### src/bpcid_pkg.sv
`default_nettype none
package bpcid_pkg;
    localparam logic [5:0] BPCID_DW_IDENT = 6'h00;
    localparam logic [5:0] BPCID_DW_CMD = 6'h01;
    localparam logic [7:0] BPCID_OFS_MFR = 8'h00;
    localparam logic [7:0] BPCID_OFS_PART = 8'h02;
    localparam logic [7:0] BPCID_OFS_CMD = 8'h04;
    localparam logic [15:0] BPCID_CMD_RESET = 16'h0000;
    localparam logic [15:0] BPCID_CMD_WR_MASK = 16'h0367;
    localparam int BPCID_B_IO = 0;
    localparam int BPCID_B_MEM = 1;
    localparam int BPCID_B_MASTER = 2;
    localparam int BPCID_B_SPECIAL = 3;
    localparam int BPCID_B_MWI = 4;
    localparam int BPCID_B_VGA = 5;
    localparam int BPCID_B_PERR = 6;
    localparam int BPCID_B_STEP = 7;
    localparam int BPCID_B_SERR = 8;
    localparam int BPCID_B_FBB = 9;
    localparam logic [9:0] BPCID_VGA_P0 = 10'h3C6;
    localparam logic [9:0] BPCID_VGA_P1 = 10'h3C8;
    localparam logic [9:0] BPCID_VGA_P2 = 10'h3C9;
    localparam int BPCID_ACK_LAT = 1;
endpackage : bpcid_pkg
`default_nettype wire

### src/bpcid_cmd_if.sv
`default_nettype none
interface bpcid_cmd_if;
    logic io_en;
    logic mem_en;
    logic master_en;
    logic vga_snoop_en;
    modport src (output io_en, output mem_en, output master_en, output vga_snoop_en);
    modport dst (input io_en, input mem_en, input master_en, input vga_snoop_en);
endinterface : bpcid_cmd_if
`default_nettype wire

### src/bpcid_claim.sv
`default_nettype none
module bpcid_claim
    import bpcid_pkg::*;
(
    input wire logic clk,
    input wire logic nrst,
    bpcid_cmd_if.dst cmd,
    input wire logic p_io_cyc,
    input wire logic p_io_wr,
    input wire logic [31:0] p_addr,
    input wire logic p_io_win_hit,
    input wire logic p_mem_cyc,
    input wire logic p_mem_win_hit,
    input wire logic s_cyc,
    input wire logic s_win_hit,
    input wire logic fwd_req,
    output logic p_io_claim_ff,
    output logic p_mem_claim_ff,
    output logic p_vga_claim_ff,
    output logic s_claim_ff,
    output logic p_master_req_ff
);
    // palette ports decode on ten bits; bits 15:10 are don't-care
    function automatic logic is_palette(input logic [31:0] a);
        is_palette = (a[31:16] == 16'h0000) &&
            ((a[9:0] == BPCID_VGA_P0) || (a[9:0] == BPCID_VGA_P1) || (a[9:0] == BPCID_VGA_P2));
    endfunction : is_palette

    wire logic pal_wr = p_io_cyc && p_io_wr && is_palette(p_addr);
    wire logic nxt_io = p_io_cyc && p_io_win_hit && cmd.io_en;
    wire logic nxt_mem = p_mem_cyc && p_mem_win_hit && cmd.mem_en;
    // snoop disabled: palette writes only taken through the normal io window
    wire logic nxt_vga = pal_wr && cmd.vga_snoop_en;
    wire logic nxt_s = s_cyc && s_win_hit && cmd.master_en;
    wire logic nxt_mreq = fwd_req && cmd.master_en;

    always_ff @(posedge clk) begin
        if (!nrst) begin
            p_io_claim_ff <= 1'b0;
            p_mem_claim_ff <= 1'b0;
            p_vga_claim_ff <= 1'b0;
            s_claim_ff <= 1'b0;
            p_master_req_ff <= 1'b0;
        end else begin
            p_io_claim_ff <= nxt_io || (nxt_vga && !nxt_io);
            p_mem_claim_ff <= nxt_mem;
            p_vga_claim_ff <= nxt_vga;
            s_claim_ff <= nxt_s;
            p_master_req_ff <= nxt_mreq;
        end
    end
endmodule : bpcid_claim
`default_nettype wire

### src/bpcid_top.sv
`default_nettype none
// Notes on behaviour
// - only enabled bytes written or returned
// - reserved fields and bits read zero
// - fixed maker code in low half
// - fixed part code in upper half
// - bit 0 gates primary io window claims; snooped palette writes are claimed with bit 5 alone
// - bit 1 gates primary memory claims
// - bit 2 gates upstream forwarding, not config
// - bit 3 reads zero, no special cycles
// - bit 4 reads zero, no own invalidate
// - palette write decode on ten address bits
// - bit 5 claims and forwards palette writes
// - bit 6 clear blocks parity error reporting
// - bit 6 set permits parity error reporting
// - bit 7 reads zero, no stepping
// - bit 8 enables system error drive
// - bit 9 enables fast back-to-back
module bpcid_top
    import bpcid_pkg::*;
#(
    parameter logic [15:0] MFR_CODE = 16'h5A5A, // arbitrary value
    parameter logic [15:0] PART_CODE = 16'hA5A5 // arbitrary value
)(
    input wire logic clk,
    input wire logic nrst,
    input wire logic cfg_req,
    input wire logic cfg_wr,
    input wire logic [5:0] cfg_dword,
    input wire logic [3:0] cfg_be_n,
    input wire logic [31:0] cfg_wdata,
    output logic cfg_ack_ff,
    output logic [31:0] cfg_rdata_ff,
    output logic [15:0] cmd_ff,
    input wire logic p_io_cyc,
    input wire logic p_io_wr,
    input wire logic [31:0] p_addr,
    input wire logic p_io_win_hit,
    input wire logic p_mem_cyc,
    input wire logic p_mem_win_hit,
    input wire logic s_cyc,
    input wire logic s_win_hit,
    input wire logic fwd_req,
    input wire logic fbb_possible,
    input wire logic data_perr_det,
    input wire logic is_p_master,
    input wire logic addr_perr_det,
    input wire logic serr_cond,
    output logic p_io_claim_ff,
    output logic p_mem_claim_ff,
    output logic p_vga_claim_ff,
    output logic s_claim_ff,
    output logic p_master_req_ff,
    output logic p_fbb_go_ff,
    output logic p_perr_oe_ff,
    output logic dpr_set_ff,
    output logic p_serr_oe_ff
);
    bpcid_cmd_if cmd_bus ();

    // one dword compare, shared by every decode of the offset
    function automatic logic dw_hit(input logic [5:0] dw, input logic [5:0] want);
        dw_hit = (dw == want);
    endfunction : dw_hit

    // caller qualifies cfg_req as a primary type 0 config cycle to this device
    wire logic hit_ident = dw_hit(cfg_dword, BPCID_DW_IDENT);
    wire logic hit_cmd = dw_hit(cfg_dword, BPCID_DW_CMD);
    wire logic [31:0] be_mask;
    genvar gi;
    for (gi = 0; gi < 4; gi++) begin : g_lane
        assign be_mask[8 * gi +: 8] = {8{!cfg_be_n[gi]}};
    end
    // upper half of the command dword belongs to status, not held here
    wire logic [31:0] raw_rd = hit_ident ? {PART_CODE, MFR_CODE} :
                               hit_cmd ? {16'h0000, cmd_ff} :
                               32'h0000_0000;
    wire logic [31:0] nxt_rdata = raw_rd & be_mask;
    wire logic cmd_we = cfg_req && cfg_wr && hit_cmd;
    wire logic [15:0] wr_bits = cfg_wdata[15:0] & be_mask[15:0] & BPCID_CMD_WR_MASK;
    // read-only and reserved bits never stored, so they stay zero
    wire logic [15:0] keep_bits = cmd_ff & ~(be_mask[15:0] & BPCID_CMD_WR_MASK);
    wire logic [15:0] nxt_cmd = cmd_we ? (wr_bits | keep_bits) : cmd_ff;

    wire logic perr_en = cmd_ff[BPCID_B_PERR];
    wire logic io_en = cmd_ff[BPCID_B_IO];
    wire logic mem_en = cmd_ff[BPCID_B_MEM];
    wire logic master_en = cmd_ff[BPCID_B_MASTER];
    wire logic vga_en = cmd_ff[BPCID_B_VGA];
    wire logic serr_en = cmd_ff[BPCID_B_SERR];
    wire logic fbb_en = cmd_ff[BPCID_B_FBB];
    wire logic nxt_perr_oe = data_perr_det && perr_en;
    wire logic nxt_dpr = data_perr_det && perr_en && is_p_master;
    // address parity feeds serr only with both enables; other causes need only bit 8
    wire logic nxt_serr = cmd_ff[BPCID_B_SERR] &&
                          (serr_cond || (addr_perr_det && perr_en));
    wire logic nxt_fbb = fbb_possible && cmd_ff[BPCID_B_FBB];

    assign cmd_bus.io_en = io_en;
    assign cmd_bus.mem_en = mem_en;
    assign cmd_bus.master_en = master_en;
    assign cmd_bus.vga_snoop_en = vga_en;

    // writes always acknowledge, even when nothing lands
    always_ff @(posedge clk) begin
        if (!nrst) begin
            cfg_ack_ff <= 1'b0;
        end else begin
            cfg_ack_ff <= cfg_req;
        end
    end

    always_ff @(posedge clk) begin
        if (!nrst) begin
            cmd_ff <= BPCID_CMD_RESET;
        end else begin
            cmd_ff <= nxt_cmd;
        end
    end

    // read data falls back to zero between reads so no stale word is taken
    wire logic [31:0] nxt_rd_out = (cfg_req && !cfg_wr) ? nxt_rdata : 32'h0000_0000;
    always_ff @(posedge clk) begin
        if (!nrst) begin
            cfg_rdata_ff <= 32'h0000_0000;
        end else begin
            cfg_rdata_ff <= nxt_rd_out;
        end
    end

    always_ff @(posedge clk) begin
        if (!nrst) begin
            p_perr_oe_ff <= 1'b0;
        end else begin
            p_perr_oe_ff <= nxt_perr_oe;
        end
    end

    always_ff @(posedge clk) begin
        if (!nrst) begin
            dpr_set_ff <= 1'b0;
        end else begin
            dpr_set_ff <= nxt_dpr;
        end
    end

    always_ff @(posedge clk) begin
        if (!nrst) begin
            p_serr_oe_ff <= 1'b0;
        end else begin
            p_serr_oe_ff <= nxt_serr;
        end
    end

    always_ff @(posedge clk) begin
        if (!nrst) begin
            p_fbb_go_ff <= 1'b0;
        end else begin
            p_fbb_go_ff <= nxt_fbb;
        end
    end

    // claims are gated inside; command is expected set up by software first
    bpcid_claim u_claim (
        .clk(clk),
        .nrst(nrst),
        .cmd(cmd_bus.dst),
        .p_io_cyc(p_io_cyc),
        .p_io_wr(p_io_wr),
        .p_addr(p_addr),
        .p_io_win_hit(p_io_win_hit),
        .p_mem_cyc(p_mem_cyc),
        .p_mem_win_hit(p_mem_win_hit),
        .s_cyc(s_cyc),
        .s_win_hit(s_win_hit),
        .fwd_req(fwd_req),
        .p_io_claim_ff(p_io_claim_ff),
        .p_mem_claim_ff(p_mem_claim_ff),
        .p_vga_claim_ff(p_vga_claim_ff),
        .s_claim_ff(s_claim_ff),
        .p_master_req_ff(p_master_req_ff)
    );

    wire logic rd_req = cfg_req && !cfg_wr;
    wire logic wr_req = cfg_req && cfg_wr;
endmodule : bpcid_top
`default_nettype wire
### config.mk
export PLATFORM = sky130hd
export DESIGN_NAME = bpcid_top
export DESIGN_NICKNAME = d
export VERILOG_FILES = /design/src/bpcid_pkg.sv /design/src/bpcid_cmd_if.sv /design/src/bpcid_claim.sv /design/src/bpcid_top.sv
export SDC_FILE = /design/constraint.sdc
export NUM_CORES = 1
export LEC_CHECK = 0
export BUFFER_PORTS_ARGS = -buffer_cell sky130_fd_sc_hd__buf_2
export CORE_MARGIN = 2
export CORE_UTILIZATION = 30
export CTS_BUF_LIST = sky130_fd_sc_hd__clkbuf_8
export DETAILED_ROUTE_END_ITERATION = 10
export PLACE_DENSITY_LB_ADDON = 0.05
export SETUP_SLACK_MARGIN = 0.05
export SLEW_MARGIN = 20
export SYNTH_ARGS = -nofsm -noshare
export SYNTH_HDL_FRONTEND = slang
export SYNTH_SLANG_ARGS = --single-unit
### constraint.sdc
create_clock -name clk -period 4.7 [get_ports clk]
set_clock_uncertainty 0.2 [all_clocks]
set_input_delay 0.47 -clock clk [delete_from_list [all_inputs] [get_ports clk]]
set_output_delay 0.47 -clock clk [all_outputs]
set_load 0.03 [all_outputs]
; ---- Word-level counts from Yosys, hierarchy flattened
; Index checks and enable logic that the tools add are counted.
[word_totals]
reg_bits = 58
input_bits = 91
out_inout_bits = 58
word_cells = 56
[op_classes]
eq_ne = 4
mux = 2
n_bitwise = 5
n_reduce_logical = 33
[op_table]
columns = cell, n
row1 = bitwise AND 32 bit, 1
row2 = two-way mux 32 bit, 1
row3 = "== test 10 bit, second input constant", 3
row4 = logical AND 1 bit, 20
row5 = bitwise AND 16 bit, 1
row6 = zero test 16 bit, 1
row7 = two-way mux 16 bit, 1
row8 = inverter 10 -> 16 bit, 1
row9 = bitwise OR 10 x 16 -> 16 bit, 1
row10 = bitwise AND 10 bit, 1
row11 = "== test 6 x 1 -> 1 bit, second input constant", 1
row12 = zero test 1 bit, 6
row13 = zero test 6 bit, 1
row14 = logical OR 1 bit, 4
row15 = AND reduction 2 bit, 1

; ---- Depth between registers and ports, before layout
[logic_depth]
ltp_word = 8
ltp_mapped = 5
ltp_nobuf = 4

; ---- Modules after synthesis
; From an unflattened synthesis, not the netlist that was laid out.
[unflattened]
hier_cells = 131
hier_area_um2 = 1256.2
[modules_own_cells]
columns = mod, instances, cells_each, area_per_inst_um2, seq_area_each_um2
row1 = bpcid_top, 1, 109, 1023.5, 460.4
row2 = bpcid_claim, 1, 22, 232.7, 100.1

; ---- Least setup slack after synthesis
; OpenSTA, ideal clock, no wires.
[synth_timing]
path_type = input to register
startpoint = in cfg_dword[1]
endpoint = reg (tool-made name)
setup_time_ps = 137
arrival_ps = 1444
required_ps = 4363
setup_slack_ps = 2919
cell_stages = 3
path_buffers = 0
path_cell_list = or4b_4 -> nor4_4 -> o21ai_0
[synth_lines]
columns = item, line_no
row1 = start: declaration, bpcid_top.sv:29  ; input wire logic [5:0] cfg_dword,

; ---- Worst setup path after layout
[layout_timing]
startpoint = in nrst
endpoint = reg cfg_rdata_ff[5]
[layout_via]
elab_chain_len = 1
[layout_lines]
columns = item, line_no
row1 = start: declaration, bpcid_top.sv:26  ; input wire logic nrst,
row2 = AND reduction 2 bit (no line), -
row3 = end signal: assignment, bpcid_top.sv:127  ; cfg_rdata_ff <= nxt_rd_out;
row4 = end: declaration, bpcid_top.sv:33  ; output logic [31:0] cfg_rdata_ff,
; Every way passes these cells.
; A chain may end at the register's enable or synchronous reset.

==> results.sh <==
export IMPL_slowest_delay_ns=0.55
export IMPL_cts_sinks=28
export IMPL_synthMuxAreaShare_pct=0
export IMPL_ys_warn_count=0
export IMPL_post_route_period_util_pct=40.3
export IMPL_clk_latency_ns=0.26
export IMPL_drv_cap=0
export IMPL_hpwl_um=2500
export IMPL_grt_pass1_vias=919
export IMPL_p_per_area_nw_per_um2=257
export IMPL_synth_seq_cells=28
export IMPL_rrSetupSlack_ns=3.02
export IMPL_grt_use_met2_pct=20.1
export IMPL_num_vias=1139
export IMPL_io_pins=149
export IMPL_cp_arrival_ns=1.91
export IMPL_numPortBuffers=96
export IMPL_p_seq_share_pct=56.2
export IMPL_p_comb_share_pct=14.2
export IMPL_setup_violations=0
export IMPL_drt_wl_total_um=3010
export IMPL_period_needed_ns=1.89
export IMPL_overflow=0
export IMPL_crit_type="input port to flop"
export IMPL_rows=23
export IMPL_antenna_found_initial=0
export IMPL_path_cells="buf_2, and3b_1, nand3b_1, nor3b_1, and2_1"
export IMPL_synth_ff_type="dfxtp_1"
export IMPL_internal_power_mw=0.317
export IMPL_cpMaxStageDelayCell="nor3b_1"
export IMPL_placedCellCount=265
export IMPL_fin_cells=268
export IMPL_core_area_um2=4000
export IMPL_finalHoldViolCount=0
export IMPL_worstHoldPathCells=2
export IMPL_cts_made_buffers=3
export IMPL_synthAdderAreaFrac_pct=0
export IMPL_clockBufferDepth=2
export IMPL_min_path_type="input port to flop"
export IMPL_netlist_top_cells_count="buf_4 (34), dfxtp_1 (28), nand2_1 (12)"
export IMPL_holdPathEnd="cfg_rdata_ff[29]$_SDFF_PN0_"
export IMPL_cp_num_buf_inv=1
export IMPL_drt_pass1_iter_count=4
export IMPL_die_x_um=68.5
export IMPL_yosysTopAreaCell="dfxtp_1"
export IMPL_synth_most_common_cell="buf_4"
export IMPL_fin_nets=311
export IMPL_synth_top_family_by_area="simple AND/OR/NAND/NOR gates"
export IMPL_yosys_area_top_type_share_pct=44.9
export IMPL_crit_required_ns=4.71
export IMPL_switching_share_pct=25.1
export IMPL_synthCells=135
export IMPL_antenna_cells=0
export IMPL_outcome="complete, no violations"
export IMPL_track_usage_pct=12.1
export IMPL_cts_resized=0
export IMPL_start_kind="input port"
export IMPL_rsz0062_at_grt="false"
export IMPL_cts_root_buf="clkbuf_8"
export IMPL_gr_max_usage_layer="met2"
export IMPL_clockPowerShare_pct=29.6
export IMPL_end_kind="flop"
export IMPL_avgSynthCellArea_um2=9.24
export IMPL_ys_types=28
export IMPL_fmax_mhz=528
export IMPL_wl_per_cell_um=11.2
export IMPL_async_reset_ff_share_pct=0
export IMPL_crit_fanout=20
export IMPL_die_area_um2=4690
export IMPL_fin_setup_tns_ns=0
export IMPL_synth_area_leaders="dfxtp_1 (45%), buf_4 (20%), nand2_1 (3.6%), and2_1 (3.0%), nand3_1 (2.8%)"
export IMPL_gp_congestion=0.734
export IMPL_synth_simple_area_share_pct=28.5
export IMPL_start_util_pct=31.2
export IMPL_irDropWorstVdd_mv=0.0911
export IMPL_synth_compound_area_share_pct=5.12
export IMPL_grt_max_degree=21
export IMPL_clk_pin_slew_ns=0.09
export IMPL_use_met1_pct=14.8
export IMPL_synth_edf_count=0
export IMPL_drc_errors=0
export IMPL_syn_area_um2=1250
export IMPL_h_tree_depth=1
export IMPL_die_h_um=68.5
export IMPL_slew_headroom_pct=57.9
export IMPL_cp_top_family="simple AND/OR/NAND/NOR gates"
export IMPL_synthXorXnorAreaFrac_pct=0
export IMPL_final_max_slew_viol_count=0
export IMPL_fillCellCount=433
export IMPL_ff2ff_path_depth=4
export IMPL_use_met3_pct=2.96
export IMPL_min_from="cfg_be_n[3]"
export IMPL_seq_area_frac_synth_pct=44.9
export IMPL_drtIter0Drc=26
export IMPL_ant_nets=0
export IMPL_cts_tree="done"
export IMPL_post_cts_setup_buffers=0
export IMPL_tightest_slew_ns=0.630
export IMPL_power_leakage_nw=0.890
export IMPL_hold_buffers=0
export IMPL_r2r_end="u_claim.p_io_claim_ff$_SDFF_PN0_"
export IMPL_syn_to_final_growth_pct=31.7
export IMPL_grt_pass1_wl_um=4210
export IMPL_p_sw_mw=0.106
export IMPL_vias_per_cell=4.25
export IMPL_drive_gt1_share_pct=47.7
==> cell type report <==
class / instances / area [um2] / share of cell area (%)
Multi-Input combinational cell: 91 / 498 / 30.3
Tap cell: 50 / 62.6 / 3.81
Sequential cell: 28 / 561 / 34.1
Timing Repair Buffer: 96 / 480 / 29.2
Clock buffer: 3 / 41.3 / 2.51
==> logic make-up (layout without fill, tap and decap cells) <==
family,count (synthesis),after routing
DFF,28,28
buffers and inverters,36,99
and+or+nand+nor,59,59
other,1,21
AOI/OAI and AO/OA,11,11
==> stage by stage <==
stage	cell area (um2)	utilization, %	total power, mW	hold slack, ns	setup WS [ns]
after floorplan	1320	-	0.289	0.241	2.92
after global placement	1600	40.0	0.303	0.258	2.49
after detailed placement	1600	40.0	0.303	0.250	2.44
after CTS	1640	41.1	0.429	0.141	2.73
after global routing	1640	41.1	0.446	0.133	2.61
final	1640	41.1	0.423	0.149	2.81
==> power groups by stage <==
| stage | logic (mW) | registers (mW) | clock network, mW |
|---|---|---|---|
| finish | 0.0601 | 0.238 | 0.125 |
| global route | 0.0655 | 0.238 | 0.143 |
| CTS | 0.0599 | 0.238 | 0.132 |
| detailed placement | 0.0597 | 0.243 | 0 |
| global placement | 0.0591 | 0.243 | 0 |
| floorplan | 0.0448 | 0.245 | 0 |
==> worst max path at each step <==
stage | endpoint | start | slack, ns | depth (start not counted)
finish | cfg_rdata_ff[5]$_SDFF_PN0_ | nrst | 2.81 | 5
global route | cfg_rdata_ff[0]$_SDFF_PN0_ | nrst | 2.61 | 5
CTS | cfg_rdata_ff[2]$_SDFF_PN0_ | nrst | 2.73 | 5
detailed placement | cfg_rdata_ff[2]$_SDFF_PN0_ | nrst | 2.44 | 5
global placement | cfg_rdata_ff[2]$_SDFF_PN0_ | nrst | 2.49 | 5
floorplan | flop | cfg_dword[1] | 2.92 | 3
==> routing by layer <==
metal / up-vias / routed length [um]
met5: - / 0
met4: 0 / 15
met3: 2 / 245
met2: 46 / 1590
li1: 574 / -
met1: 517 / 1160
==> layout by cell type, fill, tap and decap left out, drive strengths merged, types with 2 or more instances in the layout <==
cell,n
a21o,2
and2,6
and3,3
buf,96
clkbuf,3
conb,21
dfxtp,28
nand2,12
nand3,7
nand3b,2
nand4,2
nor2,8
nor3,2
nor3b,2
nor4,7
o21ai,7
or4,2
Note: power is estimated with default switching activity, not from simulation.
